--- src/nfc_tx_params.svh ---
// Constants for the transmitter driver configuration block.
// Assumes the host interface presents byte-wide register accesses.
`ifndef NFC_TX_PARAMS_SVH
`define NFC_TX_PARAMS_SVH

`define ADDR_DRIVER_MODE      8'h28
`define ADDR_CARRIER_AMP      8'h29
`define ADDR_TX_MOD_CTRL      8'h2A

`define RESET_DRIVER_MODE     8'h00
`define RESET_CARRIER_AMP     8'h00
`define RESET_TX_MOD_CTRL     8'h00
`define READ_UNMAPPED         8'h00

`define MASK_DRIVER_MODE      8'hCF
`define MASK_CARRIER_AMP      8'hDF
`define MASK_TX_MOD_CTRL      8'hFF

`define STYLE_HIGH_Z          3'h0
`define STYLE_OPEN_DRAIN      3'h1
`define STYLE_PUSH_PULL       3'h2
`define STYLE_FORCE_LOW       3'h4
`define STYLE_FORCE_HIGH      3'h5

`define SRC_NONE              2'h0
`define SRC_ENVELOPE          2'h1
`define SRC_EXTERNAL          2'h2

`define LEVEL_MV_0            11'h064
`define LEVEL_MV_1            11'h0FA
`define LEVEL_MV_2            11'h1F4
`define LEVEL_MV_3            11'h3E8
`define LEVEL_MV_FULL         11'h000

`endif

--- src/nfc_tx_pkg.sv ---
// Types for the transmitter driver configuration block.
// Assumes nfc_tx_params.svh is on the include path.
package nfc_tx_pkg;

    typedef struct packed {
        logic       second_driver_invert;
        logic       first_driver_invert;
        logic [1:0] reserved;
        logic       drive_outputs_on;
        logic [2:0] driver_output_style;
    } driver_mode_type;

    typedef struct packed {
        logic [1:0] carrier_level_reduction;
        logic       reserved;
        logic [4:0] residual_carrier;
    } carrier_amp_type;

    typedef struct packed {
        logic [3:0] overshoot_extension_length;
        logic       full_carrier;
        logic       modulation_invert;
        logic [1:0] modulation_source_select;
    } tx_mod_ctrl_type;

    typedef struct packed {
        logic out;
        logic oe;
    } pin_drive_type;

    typedef enum logic [0:0] {
        OVS_IDLE,
        OVS_EXTEND
    } overshoot_state_type;

endpackage

--- src/nfc_tx_driver_config.sv ---
// Register bank and pin logic for the two antenna transmitter drivers.
// Assumes byte register accesses from the host interface on mclk and
// an envelope generated on mclk; the external input is asynchronous.
//
// What this block does
// - Enable bit turns on both driver pins
// - Bit 7 inverts second driver pin
// - Bit 6 inverts first driver pin
// - Style field picks pin drive; three codes unsupported
// - Level code selects 100/250/500/1000 mV offset
// - Low five bits give residual carrier
// - Full carrier overrides level reduction
// - Invert selected modulation signal
// - Source field selects none, envelope, external
// - Upper nibble sets overshoot extension length
`timescale 1ns/1ps
`include "nfc_tx_params.svh"

module nfc_tx_driver_config
    import nfc_tx_pkg::*;
#(
    parameter int CARRIER_DIV = 2
) (
    // Clock and reset
    input  wire logic        mclk,
    input  wire logic        rstn,
    // Register access
    input  wire logic [7:0]  reg_addr,
    input  wire logic [7:0]  reg_wdata,
    input  wire logic        reg_wr,
    input  wire logic        reg_rd,
    output logic      [7:0]  reg_rdata,
    output logic             reg_rvalid,
    // Modulation sources
    input  wire logic        envelope_signal,
    input  wire logic        external_signal_input,
    // Driver pins
    output logic             first_driver_pin_out,
    output logic             first_driver_pin_oe,
    output logic             second_driver_pin_out,
    output logic             second_driver_pin_oe,
    // Analog settings
    output logic      [10:0] carrier_level_reduction_mv,
    output logic             full_carrier,
    output logic      [4:0]  residual_carrier,
    output logic             modulation_active
);

    localparam int DIV_W = (CARRIER_DIV > 1) ? $clog2(CARRIER_DIV) : 1;

    ////////////////////////////////////////////////////////////////////////
    // Register file

    driver_mode_type driver_mode_config;
    carrier_amp_type carrier_amplitude_config;
    tx_mod_ctrl_type transmit_modulation_control;
    driver_mode_type next_driver_mode_config;
    carrier_amp_type next_carrier_amplitude_config;
    tx_mod_ctrl_type next_transmit_modulation_control;
    logic [7:0]      next_reg_rdata;
    logic            next_reg_rvalid;

    always_comb begin
        next_driver_mode_config          = driver_mode_config;
        next_carrier_amplitude_config    = carrier_amplitude_config;
        next_transmit_modulation_control = transmit_modulation_control;
        if (reg_wr) begin
            case (reg_addr)
                `ADDR_DRIVER_MODE: begin
                    next_driver_mode_config = reg_wdata & `MASK_DRIVER_MODE;
                end
                `ADDR_CARRIER_AMP: begin
                    next_carrier_amplitude_config = reg_wdata & `MASK_CARRIER_AMP;
                end
                `ADDR_TX_MOD_CTRL: begin
                    next_transmit_modulation_control = reg_wdata & `MASK_TX_MOD_CTRL;
                end
                default: begin
                end
            endcase
        end
    end

    // Reads see the stored value; reserved bits were masked on write
    always_comb begin
        next_reg_rvalid = reg_rd;
        next_reg_rdata  = reg_rdata;
        if (reg_rd) begin
            case (reg_addr)
                `ADDR_DRIVER_MODE: begin
                    next_reg_rdata = driver_mode_config;
                end
                `ADDR_CARRIER_AMP: begin
                    next_reg_rdata = carrier_amplitude_config;
                end
                `ADDR_TX_MOD_CTRL: begin
                    next_reg_rdata = transmit_modulation_control;
                end
                default: begin
                    next_reg_rdata = `READ_UNMAPPED;
                end
            endcase
        end
    end

    always_ff @(posedge mclk) begin
        if (!rstn) begin
            driver_mode_config          <= `RESET_DRIVER_MODE;
            carrier_amplitude_config    <= `RESET_CARRIER_AMP;
            transmit_modulation_control <= `RESET_TX_MOD_CTRL;
            reg_rdata                   <= `READ_UNMAPPED;
            reg_rvalid                  <= 1'b0;
        end else begin
            driver_mode_config          <= next_driver_mode_config;
            carrier_amplitude_config    <= next_carrier_amplitude_config;
            transmit_modulation_control <= next_transmit_modulation_control;
            reg_rdata                   <= next_reg_rdata;
            reg_rvalid                  <= next_reg_rvalid;
        end
    end

    ////////////////////////////////////////////////////////////////////////
    // External input synchroniser

    logic [2:0] ext_sync;
    logic       ext_level;
    logic [2:0] next_ext_sync;
    logic       next_ext_level;

    // Level moves only once the last two stages agree
    always_comb begin
        next_ext_sync  = {ext_sync[1:0], external_signal_input};
        next_ext_level = ext_level;
        if (ext_sync[1] == ext_sync[2]) begin
            next_ext_level = ext_sync[2];
        end
    end

    always_ff @(posedge mclk) begin
        if (!rstn) begin
            ext_sync  <= 3'h0;
            ext_level <= 1'b0;
        end else begin
            ext_sync  <= next_ext_sync;
            ext_level <= next_ext_level;
        end
    end

    ////////////////////////////////////////////////////////////////////////
    // Carrier clock enable

    logic [DIV_W-1:0] div_count;
    logic [DIV_W-1:0] next_div_count;
    logic             carrier_tick;

    // Carrier is not derivable from mclk exactly; divider is an estimate
    always_comb begin
        carrier_tick   = (div_count == DIV_W'(CARRIER_DIV - 1));
        next_div_count = carrier_tick ? '0 : div_count + 1'b1;
    end

    always_ff @(posedge mclk) begin
        if (!rstn) begin
            div_count <= '0;
        end else begin
            div_count <= next_div_count;
        end
    end

    ////////////////////////////////////////////////////////////////////////
    // Modulation source and overshoot extension

    logic                selected_source;
    logic                mod_raw;
    logic                mod_raw_d;
    logic                next_mod_raw_d;
    overshoot_state_type ovs_state;
    overshoot_state_type next_ovs_state;
    logic [3:0]          ovs_count;
    logic [3:0]          next_ovs_count;
    logic                ovs_start;

    always_comb begin
        case (transmit_modulation_control.modulation_source_select)
            `SRC_ENVELOPE: selected_source = envelope_signal;
            `SRC_EXTERNAL: selected_source = ext_level;
            default:       selected_source = 1'b0;
        endcase
        mod_raw = selected_source ^ transmit_modulation_control.modulation_invert;
    end

    always_comb begin
        // Extension starts in the falling cycle itself, so no gap opens
        ovs_start      = mod_raw_d && !mod_raw && (ovs_state == OVS_IDLE) &&
                         (transmit_modulation_control.overshoot_extension_length != 4'h0);
        next_mod_raw_d = mod_raw;
        next_ovs_state = ovs_state;
        next_ovs_count = ovs_count;
        case (ovs_state)
            OVS_IDLE: begin
                if (ovs_start && !carrier_tick) begin
                    next_ovs_state = OVS_EXTEND;
                    next_ovs_count = transmit_modulation_control.overshoot_extension_length;
                end else if (ovs_start &&
                             transmit_modulation_control.overshoot_extension_length != 4'h1) begin
                    next_ovs_state = OVS_EXTEND;
                    next_ovs_count = transmit_modulation_control.overshoot_extension_length - 4'h1;
                end
            end
            OVS_EXTEND: begin
                if (mod_raw) begin
                    next_ovs_state = OVS_IDLE;
                end else if (carrier_tick) begin
                    next_ovs_count = ovs_count - 4'h1;
                    if (ovs_count == 4'h1) begin
                        next_ovs_state = OVS_IDLE;
                    end
                end
            end
            default: begin
                next_ovs_state = OVS_IDLE;
            end
        endcase
    end

    always_ff @(posedge mclk) begin
        if (!rstn) begin
            mod_raw_d <= 1'b0;
            ovs_state <= OVS_IDLE;
            ovs_count <= 4'h0;
        end else begin
            mod_raw_d <= next_mod_raw_d;
            ovs_state <= next_ovs_state;
            ovs_count <= next_ovs_count;
        end
    end

    ////////////////////////////////////////////////////////////////////////
    // Driver pins

    pin_drive_type first_drive;
    pin_drive_type second_drive;
    pin_drive_type next_first_drive;
    pin_drive_type next_second_drive;
    logic          mod_total;
    logic          next_modulation_active;

    function automatic pin_drive_type style_drive(input logic [2:0] style,
                                                  input logic       sig);
        pin_drive_type d;
        d = '{out: 1'b0, oe: 1'b0};
        case (style)
            `STYLE_OPEN_DRAIN: d = '{out: 1'b0, oe: ~sig};
            `STYLE_PUSH_PULL:  d = '{out: sig,  oe: 1'b1};
            `STYLE_FORCE_LOW:  d = '{out: 1'b0, oe: 1'b1};
            `STYLE_FORCE_HIGH: d = '{out: 1'b1, oe: 1'b1};
            default:           d = '{out: 1'b0, oe: 1'b0};
        endcase
        return d;
    endfunction

    always_comb begin
        mod_total              = mod_raw | ovs_start | (ovs_state == OVS_EXTEND);
        next_modulation_active = mod_total;
        next_first_drive       = '{out: 1'b0, oe: 1'b0};
        next_second_drive      = '{out: 1'b0, oe: 1'b0};
        if (driver_mode_config.drive_outputs_on) begin
            next_first_drive = style_drive(driver_mode_config.driver_output_style,
                ~mod_total ^ driver_mode_config.first_driver_invert);
            next_second_drive = style_drive(driver_mode_config.driver_output_style,
                ~mod_total ^ driver_mode_config.second_driver_invert);
        end
        if (!driver_mode_config.drive_outputs_on) begin
            next_modulation_active = 1'b0;
        end
    end

    always_ff @(posedge mclk) begin
        if (!rstn) begin
            first_drive       <= '{out: 1'b0, oe: 1'b0};
            second_drive      <= '{out: 1'b0, oe: 1'b0};
            modulation_active <= 1'b0;
        end else begin
            first_drive       <= next_first_drive;
            second_drive      <= next_second_drive;
            modulation_active <= next_modulation_active;
        end
    end

    assign first_driver_pin_out  = first_drive.out;
    assign first_driver_pin_oe   = first_drive.oe;
    assign second_driver_pin_out = second_drive.out;
    assign second_driver_pin_oe  = second_drive.oe;

    ////////////////////////////////////////////////////////////////////////
    // Carrier amplitude settings

    logic [10:0] next_level_mv;

    always_comb begin
        case (carrier_amplitude_config.carrier_level_reduction)
            2'h0:    next_level_mv = `LEVEL_MV_0;
            2'h1:    next_level_mv = `LEVEL_MV_1;
            2'h2:    next_level_mv = `LEVEL_MV_2;
            default: next_level_mv = `LEVEL_MV_3;
        endcase
        if (transmit_modulation_control.full_carrier) begin
            next_level_mv = `LEVEL_MV_FULL;
        end
    end

    always_ff @(posedge mclk) begin
        if (!rstn) begin
            carrier_level_reduction_mv <= `LEVEL_MV_0;
            full_carrier               <= 1'b0;
            residual_carrier           <= 5'h00;
        end else begin
            carrier_level_reduction_mv <= next_level_mv;
            full_carrier               <= transmit_modulation_control.full_carrier;
            residual_carrier           <= carrier_amplitude_config.residual_carrier;
        end
    end

endmodule // nfc_tx_driver_config

--- config.mk ---
export PLATFORM = sky130hd
export DESIGN_NAME = nfc_tx_driver_config
export DESIGN_NICKNAME = d
export VERILOG_FILES = /design/src/nfc_tx_pkg.sv /design/src/nfc_tx_driver_config.sv
export VERILOG_INCLUDE_DIRS = /design/src
export SDC_FILE = /design/constraint.sdc
export NUM_CORES = 1
export LEC_CHECK = 0
export ABC_AREA = 1
export BUFFER_PORTS_ARGS = -buffer_cell sky130_fd_sc_hd__buf_2
export CORE_ASPECT_RATIO = 1.1
export CORE_UTILIZATION = 47
export DETAILED_ROUTE_END_ITERATION = 7
export GPL_ROUTABILITY_DRIVEN = 0
export GPL_TIMING_DRIVEN = 0
export PLACE_DENSITY = 0.73
export SYNTH_ARGS = -nofsm -noshare
export SYNTH_HDL_FRONTEND = slang
export SYNTH_SLANG_ARGS = --single-unit
--- constraint.sdc ---
create_clock -name mclk -period 3.9 [get_ports mclk]
set_input_delay 1.17 -clock mclk [delete_from_list [all_inputs] [get_ports mclk]]
set_output_delay 1.17 -clock mclk [all_outputs]
set_load 0.03 [all_outputs]
==> results.sh, run 1 <==
export IMPL_status="finished clean"
export IMPL_drtAntennaViolNets=0
export IMPL_syn_to_final_growth_pct=18.9
export IMPL_cpPeakStageDelay_ns=0.32
export IMPL_synth_cells=346
export IMPL_cts_resized=0
export IMPL_cp_data_arrival_time_ns=0.93
export IMPL_htree_levels=3
export IMPL_synth_seq_cells=60
export IMPL_finalSetupViolations=0
export IMPL_ys_types=33
export IMPL_syn_area_per_cell_um2=7.85
export IMPL_p_leak_nw=1.45
export IMPL_max_cap_violations=0
export IMPL_finalSetupTns_ns=0
export IMPL_required_ns=2.73
export IMPL_antenna_found_initial=0
export IMPL_overflow=0
export IMPL_portBuffers=49
export IMPL_dp_cells=471
export IMPL_num_antenna_cells=0
export IMPL_tightest_slew_ns=0.529
export IMPL_r2r_cells=11
export IMPL_cp_start_kind="flip-flop"
export IMPL_hold_depth=2
export IMPL_fp_dieW_um=74.5
export IMPL_cts_tree="yes"
export IMPL_crit_fanout=2
export IMPL_timing_final_crit_share_pct=53.8
export IMPL_grt_pass1_vias=2175
export IMPL_dr_pass1_iters=4
export IMPL_grt_max_degree=11
export IMPL_clock_path_buffers=2
export IMPL_slew_violations=0
export IMPL_min_to="ext_sync[1]"
export IMPL_grt_pass1_wl_um=9580
export IMPL_drt_iter0_drc=213
export IMPL_root_buffer="clkbuf_8"
export IMPL_cts_buffers=9
export IMPL_ir_drop_uv=234
export IMPL_criticalPathCategory="reg -> out"
export IMPL_post_cts_repair_setup_buffers=0
export IMPL_cts_hold_buf=0
export IMPL_clock_sinks=60
export IMPL_layout_min_cycle_time_ns=2.10
export IMPL_start_util_pct=49.7
export IMPL_final_cell_mix="60 x dfxtp_1, 59 x nand2_1, 50 x buf_2, 44 x inv_1, 35 x a21oi_1"
export IMPL_rr_startpoint="transmit_modulation_control[4]"
export IMPL_endpoint_kind="primary output"
export IMPL_dieArea_um2=6090
export IMPL_skew_ns=0.00612
export IMPL_grt_usage_pct=21.2
export IMPL_synthesis_area_um2=2720
export IMPL_finalHoldViolCount=0
export IMPL_detail_route_wl_per_cell_um=12.2
export IMPL_cp_slowest_cell="dfxtp_1"
export IMPL_yosysWarnings=0
export IMPL_dp_hpwl_um=4360
export IMPL_holdCritPathClass="reg -> reg"
export IMPL_core_area_um2=5470
export IMPL_clk_latency_ns=0.33
export IMPL_r2r_setup_slack_ns=2.25
export IMPL_vias_per_cell=4.90
export IMPL_rsz0062_at_grt="false"
export IMPL_dpl_cell_area_um2=3060
export IMPL_final_common_cell="dfxtp_1"
export IMPL_hold_path_startpoint="ext_sync[0]"
export IMPL_fmax_mhz=477
export IMPL_fin_nets=440
export IMPL_fillers=534
export IMPL_design_area_um2=3230
export IMPL_io_pins=53
export IMPL_final_util_pct=59.1
export IMPL_seq_area_frac_synth_pct=44.2
export IMPL_path_clk_slew_ns=0.06
export IMPL_reg2reg_to="first_driver_pin_oe"
export IMPL_rows=28
export IMPL_wl_um=5940
export IMPL_path_cells="buf_4 -> buf_2"
export IMPL_die_h_um=81.8
export IMPL_drive_above_1_share_pct=24.1
export IMPL_vias=2378
export IMPL_stdcell_count=485
export IMPL_timing_hold_ws_ns=0.415
export IMPL_maxSlewHeadroom_pct=64.7
export IMPL_drc=0
export IMPL_p_per_area_nw_per_um2=366
logic make-up (layout without fill, tap and decap cells):
family | Yosys count | count (layout) | share of synthesized area (%)
simple gates | 135 | 135 | 24.5
compound gates | 73 | 73 | 14.7
buf+inv | 64 | 127 | 10.7
flops | 60 | 60 | 44.2
fa+ha+maj | 11 | 11 | 5.06
xor+xnor | 2 | 2 | 0.645
other cells | 1 | 2 | 0.138
report_power, final:
| part | internal (W) | switching [W] | leakage [nW] | total, W |
|---|---|---|---|---|
| clock network | 0.000286 | 0.000226 | 0.0890 | 0.000512 |
| registers | 0.000616 | 0.00000196 | 0.484 | 0.000618 |
| logic | 0.0000175 | 0.0000362 | 0.881 | 0.0000537 |
flip-flops by register name, summed over array words and instances (netlist names), 3 cells and up:
name	cells
carrier_amplitude_config	7
carrier_level_reduction_mv	8
driver_mode_config	6
ext_sync	3
ovs_count	4
reg_rdata	8
residual_carrier	5
transmit_modulation_control	8
synth_stat cells:
master,count,area (um2)
dfxtp_1,60,1200
nand2_1,59,221
inv_1,44,165
a21oi_1,35,175
nand3_1,27,135
nor2_1,21,78.8
o21ai_0,18,90.1
ha_1,11,138
o21ai_1,8,40.0
nand2_2,7,43.8
o211ai_1,7,52.6
buf_4,5,37.5
inv_2,5,18.8
nand4_1,5,31.3
buf_6,4,45.0
clkbuf_1,4,15.0
nand3_2,4,40.0
a21oi_2,3,26.3
nor3_1,3,15.0
or2_2,2,12.5
xor2_1,2,17.5
a21o_1,1,7.51
buf_2,1,5.00
clkinv_1,1,3.75
conb_1,1,3.75
nand2_4,1,11.3
nand3_4,1,17.5
nand3b_1,1,7.51
nor2_2,1,6.26
nor2_8,1,20.0
nor3_2,1,10.0
nor3_4,1,16.3
o21ai_2,1,8.76
routing by layer:
layer / GRT usage (%) / up-vias / share of wire, %
li1: - / 1231 / -
met1: 28.1 / 1079 / 49
met2: 31.2 / 57 / 45
met3: 5.15 / 11 / 4.8
met4: 11.9 / 0 / 1.9
met5: 0 / - / 0
critical path, delay by kind of cell (launching register included):
| family | cells | cell delay (ns) |
|---|---|---|
| flip-flops | 1 | 0.32 |
| buffers and inverters | 2 | 0.28 |
how the worst max path moves through the flow:
| stage | startpoint | to | slack [ns] | cells after the start |
|---|---|---|---|---|
| after global placement | reg_addr[2] | driver_mode_config[0] | 1.50 | 8 |
| final | carrier_level_reduction_mv[5] | carrier_level_reduction_mv[6] | 1.80 | 2 |
| after global routing | reg_addr[2] | driver_mode_config[1] | 1.71 | 8 |
| after detailed placement | reg_addr[2] | driver_mode_config[6] | 1.48 | 8 |
| after CTS | carrier_level_reduction_mv[5] | carrier_level_reduction_mv[6] | 1.79 | 2 |
| after floorplan | reg_addr[2] | driver_mode_config[6] | 1.78 | 7 |
per-stage QoR:
step	power (W)	setup slack [ns]
3_3_place_gp	0.000684	1.50
6_report	0.00118	1.80
3_5_place_dp	0.000685	1.48
5_1_grt	0.00123	1.71
2_1_floorplan	0.000661	1.78
4_1_cts	0.00120	1.79
cell type report:
| cell class | instances | area [um2] | share of cell area [%] |
|---|---|---|---|
| inverters | 50 | 188 | 5.81 |
| clock buffers | 11 | 131 | 4.07 |
| clock inverters | 3 | 40.0 | 1.24 |
| flip-flops and latches | 60 | 1200 | 37.2 |
| multi-input cells | 223 | 1230 | 38.1 |
| well taps | 75 | 93.8 | 2.90 |
| plain buffers | 14 | 103 | 3.17 |
| repair buffers | 49 | 245 | 7.59 |
(Power assumes the default switching activity.)
==> run 2, diff against run 1 <==
--- a/config.mk
+++ b/config.mk
@@ -13,7 +13,7 @@
 export DETAILED_ROUTE_END_ITERATION = 7
 export GPL_ROUTABILITY_DRIVEN = 0
 export GPL_TIMING_DRIVEN = 0
-export PLACE_DENSITY = 0.73
+export PLACE_DENSITY = 0.75
 export SYNTH_ARGS = -nofsm -noshare
 export SYNTH_HDL_FRONTEND = slang
 export SYNTH_SLANG_ARGS = --single-unit
==> constraint.sdc (replaced) <==
create_clock -name mclk -period 1.91 [get_ports mclk]
set_input_delay 0.573 -clock mclk [delete_from_list [all_inputs] [get_ports mclk]]
set_output_delay 0.573 -clock mclk [all_outputs]
set_load 0.03 [all_outputs]
==> run 2 against run 1 <==
Compared with the run above: clock skew grew 0.0028 ns; combinational power grew 100%; via count grew 0.63%.
==> results.sh, run 2 (synthesis results as in run 1) <==
export IMPL_fillers=521
export IMPL_holdCritPathClass="reg -> reg"
export IMPL_dieArea_um2=6090
export IMPL_detail_route_wl_per_cell_um=12.0
export IMPL_power_switching_w=0.000539
export IMPL_final_util_pct=58.9
export IMPL_cp_slowest_cell="dfxtp_1"
export IMPL_crit_fanout=7
export IMPL_clock_path_buffers=2
export IMPL_cp_start_kind="flip-flop"
export IMPL_dr_pass1_iters=4
export IMPL_wl_met1_um=2720
export IMPL_root_buffer="clkbuf_8"
export IMPL_path_clk_slew_ns=0.06
export IMPL_fp_dieW_um=74.5
export IMPL_num_antenna_cells=0
export IMPL_grt_usage_pct=21.0
export IMPL_vias=2393
export IMPL_path_cells="inv_1 -> ha_1 -> nand3_2 -> nand2_2 -> nor2_8 -> nand3_2 -> nand2_1 -> nand2_1 -> a21oi_1 -> nor2_1"
export IMPL_final_common_cell="dfxtp_1"
export IMPL_overflow=0
export IMPL_drive_above_1_share_pct=24.4
export IMPL_p_seq_share_pct=54.4
export IMPL_layout_min_cycle_time_ns=1.65
export IMPL_htree_levels=3
export IMPL_die_h_um=81.8
export IMPL_antenna_found_initial=0
export IMPL_rows=28
export IMPL_criticalPathCategory="reg -> reg"
export IMPL_io_pins=53
export IMPL_total_power_w=0.00232
export IMPL_drc=0
export IMPL_highest_layer="met4"
export IMPL_maxSlewHeadroom_pct=65.6
export IMPL_vias_per_cell=4.93
export IMPL_wl_met3_um=328
export IMPL_cts_hold_buf=0
export IMPL_fin_nets=440
export IMPL_drtAntennaViolNets=0
export IMPL_cp_data_arrival_time_ns=1.87
export IMPL_cts_resized=0
export IMPL_ir_drop_uv=396
export IMPL_final_cell_mix="60 x dfxtp_1, 59 x nand2_1, 50 x buf_2, 44 x inv_1, 35 x a21oi_1"
export IMPL_portBuffers=49
export IMPL_design_area_um2=3220
export IMPL_core_area_um2=5470
export IMPL_finalHoldViolCount=0
export IMPL_wl_met2_um=2670
export IMPL_power_switching_share_pct=23.3
export IMPL_fmax_mhz=608
export IMPL_grt_max_degree=11
export IMPL_dp_hpwl_um=4340
export IMPL_critPathBufInv=1
export IMPL_p_leak_nw=1.45
export IMPL_clk_latency_ns=0.34
export IMPL_post_cts_repair_setup_buffers=0
export IMPL_cts_tree="yes"
export IMPL_clkPwrFrac_pct=40.8
export IMPL_start_util_pct=49.7
export IMPL_skew_ns=0.00894
export IMPL_pwr_share_comb_pct=4.7
export IMPL_intPower_w=0.00178
export IMPL_syn_to_final_growth_pct=18.4
export IMPL_critPathTopFamily="simple AND/OR/NAND/NOR gates"
export IMPL_slew_violations=0
export IMPL_required_ns=2.14
export IMPL_max_cap_violations=0
export IMPL_finalSetupViolations=0
export IMPL_clock_sinks=60
export IMPL_cpPeakStageDelay_ns=0.35
export IMPL_largestRegisters="carrier_level_reduction_mv: 8 flops, reg_rdata: 8 flops, transmit_modulation_control: 8 flops"
export IMPL_dpl_cell_area_um2=3060
export IMPL_wl_um=5820
export IMPL_endpoint_kind="flip-flop"
export IMPL_tightest_slew_ns=0.516
export IMPL_finalSetupTns_ns=0
export IMPL_grt_pass1_vias=2118
export IMPL_p_per_area_nw_per_um2=720
export IMPL_grt_pass1_wl_um=9470
export IMPL_timing_final_crit_share_pct=86.1
export IMPL_drt_iter0_drc=146
export IMPL_status="finished clean"
export IMPL_cts_buffers=9
export IMPL_rsz0062_at_grt="false"
## run 2: path summary, 6_finish.rpt
check,start,to,slack (ns),cells after the start
setup reg to reg,transmit_modulation_control[4],ovs_count[2],0.26,10
hold / removal,ext_sync[0],ext_sync[1],0.41,2
hold reg to reg,ext_sync[0],ext_sync[1],0.41,2
setup / recovery,transmit_modulation_control[4],ovs_count[2],0.26,10
## run 2: power by group through the flow
stage	clock (W)	sequential, W	combinational, W
final	0.000947	0.00126	0.000109
after global placement	0	0.00129	0.000106
after detailed placement	0	0.00129	0.000108
after CTS	0.000966	0.00126	0.000109
after global routing	0.00103	0.00126	0.000121
after floorplan	0	0.00129	0.0000587
## run 2: worst min-delay path, cell delays in order (launching register included)
cell	delay [ns]
dfxtp_1	0.30
nand2_1	0.04
inv_1	0.04
## run 2: layout make-up
type                       instances  area, um2  area share, %
clock inverter                     3       15.0          0.467
sequential                        60       1200           37.3
timing repair buffer              49        245           7.62
tap                               75       93.8           2.92
multi-input combinational        223       1230           38.2
buffer                            14        103           3.19
inverter                          50        188           5.83
clock buffer                      11        141           4.40
## run 2: routing by layer
layer  track usage, %  vias to the layer above
li1                 -                     1240
met1             27.2                     1082
met2             31.4                       61
met3             7.73                       10
met4             8.68                        0
met5                0                        -
## run 2: through the flow
step	setup WS (ns)	instances	hold slack [ns]
finish	0.265	485	0.410
global route	0.0900	485	0.402
CTS	0.253	485	0.404
detailed placement	0.105	471	0.397
global placement	0.124	471	0.394
floorplan	0.390	347	0.387
==> run 3, diff against run 2 <==
--- a/config.mk
+++ b/config.mk
@@ -8,12 +8,14 @@
 export LEC_CHECK = 0
 export ABC_AREA = 1
 export BUFFER_PORTS_ARGS = -buffer_cell sky130_fd_sc_hd__buf_2
+export CELL_PAD_IN_SITES_DETAIL_PLACEMENT = 1
+export CELL_PAD_IN_SITES_GLOBAL_PLACEMENT = 1
 export CORE_ASPECT_RATIO = 1.1
-export CORE_UTILIZATION = 47
+export CORE_UTILIZATION = 36
 export DETAILED_ROUTE_END_ITERATION = 7
 export GPL_ROUTABILITY_DRIVEN = 0
 export GPL_TIMING_DRIVEN = 0
-export PLACE_DENSITY = 0.75
+export PLACE_DENSITY = 0.78
 export SYNTH_ARGS = -nofsm -noshare
 export SYNTH_HDL_FRONTEND = slang
 export SYNTH_SLANG_ARGS = --single-unit
==> run 3 against run 2 <==
Compared with the run above: design area grew 3.5%; sequential power barely moved; critical path type unchanged; clock power grew 52%; sequential cell count unchanged; total power is 21% higher; via count increased by 2.8%; count of clock-buffer cells in the layout is 1 higher; first-iteration DRC count shrank 42%; clock skew shrank 0.00061 ns; routed wire length increased by 22%; die area is 30% higher.
==> results.sh, run 3 (synthesis results as in run 1) <==
export IMPL_rr_startpoint="transmit_modulation_control[0]"
export IMPL_fp_dieW_um=84.8
export IMPL_fillers=908
export IMPL_ir_drop_uv=480
export IMPL_dr_pass1_iters=4
export IMPL_final_common_cell="dfxtp_1"
export IMPL_grt_pass1_wl_um=11400
export IMPL_skew_ns=0.00833
export IMPL_rsz0062_at_grt="false"
export IMPL_status="finished clean"
export IMPL_overflow=0
export IMPL_rows=32
export IMPL_final_cell_mix="60 x dfxtp_1, 59 x nand2_1, 51 x buf_2, 44 x inv_1, 35 x a21oi_1"
export IMPL_dieArea_um2=7900
export IMPL_start_util_pct=37.9
export IMPL_critPathBufInv=3
export IMPL_detail_route_wl_per_cell_um=14.3
export IMPL_required_ns=2.15
export IMPL_grt_usage_pct=18.8
export IMPL_wl_um=7110
export IMPL_drtAntennaViolNets=0
export IMPL_largestRegisters="carrier_level_reduction_mv: 8 flops, reg_rdata: 8 flops, transmit_modulation_control: 8 flops"
export IMPL_grt_max_degree=11
export IMPL_crit_path_frequent_cell="nor2_1"
export IMPL_cp_slowest_cell="dfxtp_1"
export IMPL_grt_pass1_vias=2438
export IMPL_dpl_cell_area_um2=3070
export IMPL_cts_resized=0
export IMPL_path_cells="inv_1 -> ha_1 -> inv_1 -> nand3_1 -> nand2_2 -> buf_6 -> nand4_1 -> nand2_1 -> nor2_1 -> nor2_1 -> nor2_1"
export IMPL_fin_ws_ns=0.155
export IMPL_criticalPathCategory="reg -> reg"
export IMPL_cp_data_arrival_time_ns=1.99
export IMPL_endpoint_kind="flip-flop"
export IMPL_finalHoldViolCount=0
export IMPL_min_to="ext_sync[1]"
export IMPL_r2r_setup_slack_ns=0.16
export IMPL_tightest_slew_ns=0.532
export IMPL_design_area_um2=3330
export IMPL_fmax_mhz=570
export IMPL_dp_hpwl_um=5270
export IMPL_p_leak_nw=1.49
export IMPL_cts_buffers=9
export IMPL_hold_path_startpoint="ext_sync[0]"
export IMPL_clock_path_buffers=2
export IMPL_crit_fanout=5
export IMPL_core_area_um2=7170
export IMPL_max_cap_violations=0
export IMPL_path_clk_slew_ns=0.07
export IMPL_portBuffers=49
export IMPL_finalSetupViolations=0
export IMPL_htree_levels=3
export IMPL_timing_hold_ws_ns=0.416
export IMPL_hold_depth=2
export IMPL_clock_sinks=60
export IMPL_num_antenna_cells=0
export IMPL_timing_final_crit_share_pct=91.9
export IMPL_p_per_area_nw_per_um2=846
export IMPL_clk_latency_ns=0.34
export IMPL_holdCritPathClass="reg -> reg"
export IMPL_slew_violations=0
export IMPL_io_pins=53
export IMPL_drc=0
export IMPL_vias_per_cell=4.94
export IMPL_drt_iter0_drc=84
export IMPL_critPathTopFamily="simple AND/OR/NAND/NOR gates"
export IMPL_die_h_um=93.1
export IMPL_drive_above_1_share_pct=24.9
export IMPL_post_place_ws_ns=0.0400
export IMPL_layout_min_cycle_time_ns=1.75
export IMPL_maxSlewHeadroom_pct=64.4
export IMPL_r2r_cells=11
export IMPL_cp_start_kind="flip-flop"
export IMPL_syn_to_final_growth_pct=22.5
export IMPL_root_buffer="clkbuf_8"
export IMPL_antenna_found_initial=0
export IMPL_cts_tree="yes"
export IMPL_fin_nets=441
export IMPL_finalSetupTns_ns=0
export IMPL_reg2reg_to="ovs_count[1]"
export IMPL_vias=2461
export IMPL_cpPeakStageDelay_ns=0.35
==> run 3: worst max path at each step <==
stage                              startpoint                    end  slack, ns  cells past startpoint
6_report       transmit_modulation_control[0]           ovs_count[1]       0.16                     11
2_1_floorplan                     reg_addr[2]  driver_mode_config[6]       0.39                      7
3_3_place_gp                      reg_addr[2]  driver_mode_config[6]       0.06                      8
3_5_place_dp                      reg_addr[2]  driver_mode_config[0]       0.04                      8
5_1_grt        transmit_modulation_control[0]           ovs_count[1]    0.00006                     11
4_1_cts        transmit_modulation_control[0]           ovs_count[1]       0.13                     11
==> run 3: power by group <==
group	switching (W)	internal, W	total, W
Sequential	0.00000411	0.00126	0.00126
Combinational	0.0000771	0.0000359	0.000113
Clock	0.000503	0.000937	0.00144
Total	0.000584	0.00223	0.00281
==> run 3: layer usage <==
metal  up-vias  track usage, %  routed length (um)
met5         -               0                   0
met4         0            7.77                 148
met3        12            3.88                 241
met2        46            32.9                3540
met1      1162            22.3                3190
li1       1241               -                   -
==> run 3: stage by stage <==
stage	cells	util [%]	total power, W
5_1_grt	498	46.4	0.00290
3_3_place_gp	481	42.9	0.00140
3_5_place_dp	481	42.9	0.00140
6_report	498	46.4	0.00281
2_1_floorplan	347	-	0.00135
4_1_cts	497	46.4	0.00283
==> run 3: final cells by class <==
type	count	area (um2)	area share (%)
multi-input combinational	223	1230	37.0
sequential	60	1200	36.1
timing repair buffer	50	250	7.52
inverter	50	188	5.64
clock buffer	12	155	4.66
tap	85	106	3.20
buffer	14	103	3.08
clock inverter	4	95.1	2.86
==> run 3: worst register-to-register path: stages (launching register included) <==
cell     delay [ns]
dfxtp_1        0.35
inv_1          0.10
ha_1           0.30
inv_1          0.08
nand3_1        0.09
nand2_2        0.16
buf_6          0.15
nand4_1        0.10
nand2_1        0.11
nor2_1         0.04
nor2_1         0.12
nor2_1         0.05
==> run 3: what timing repair did <==
| action | in CTS | in global routing |
|---|---|---|
| setup buffers | 0 | 0 |
| setup endpoints to repair | 0 | 1 |
| hold buffers | 0 | 0 |
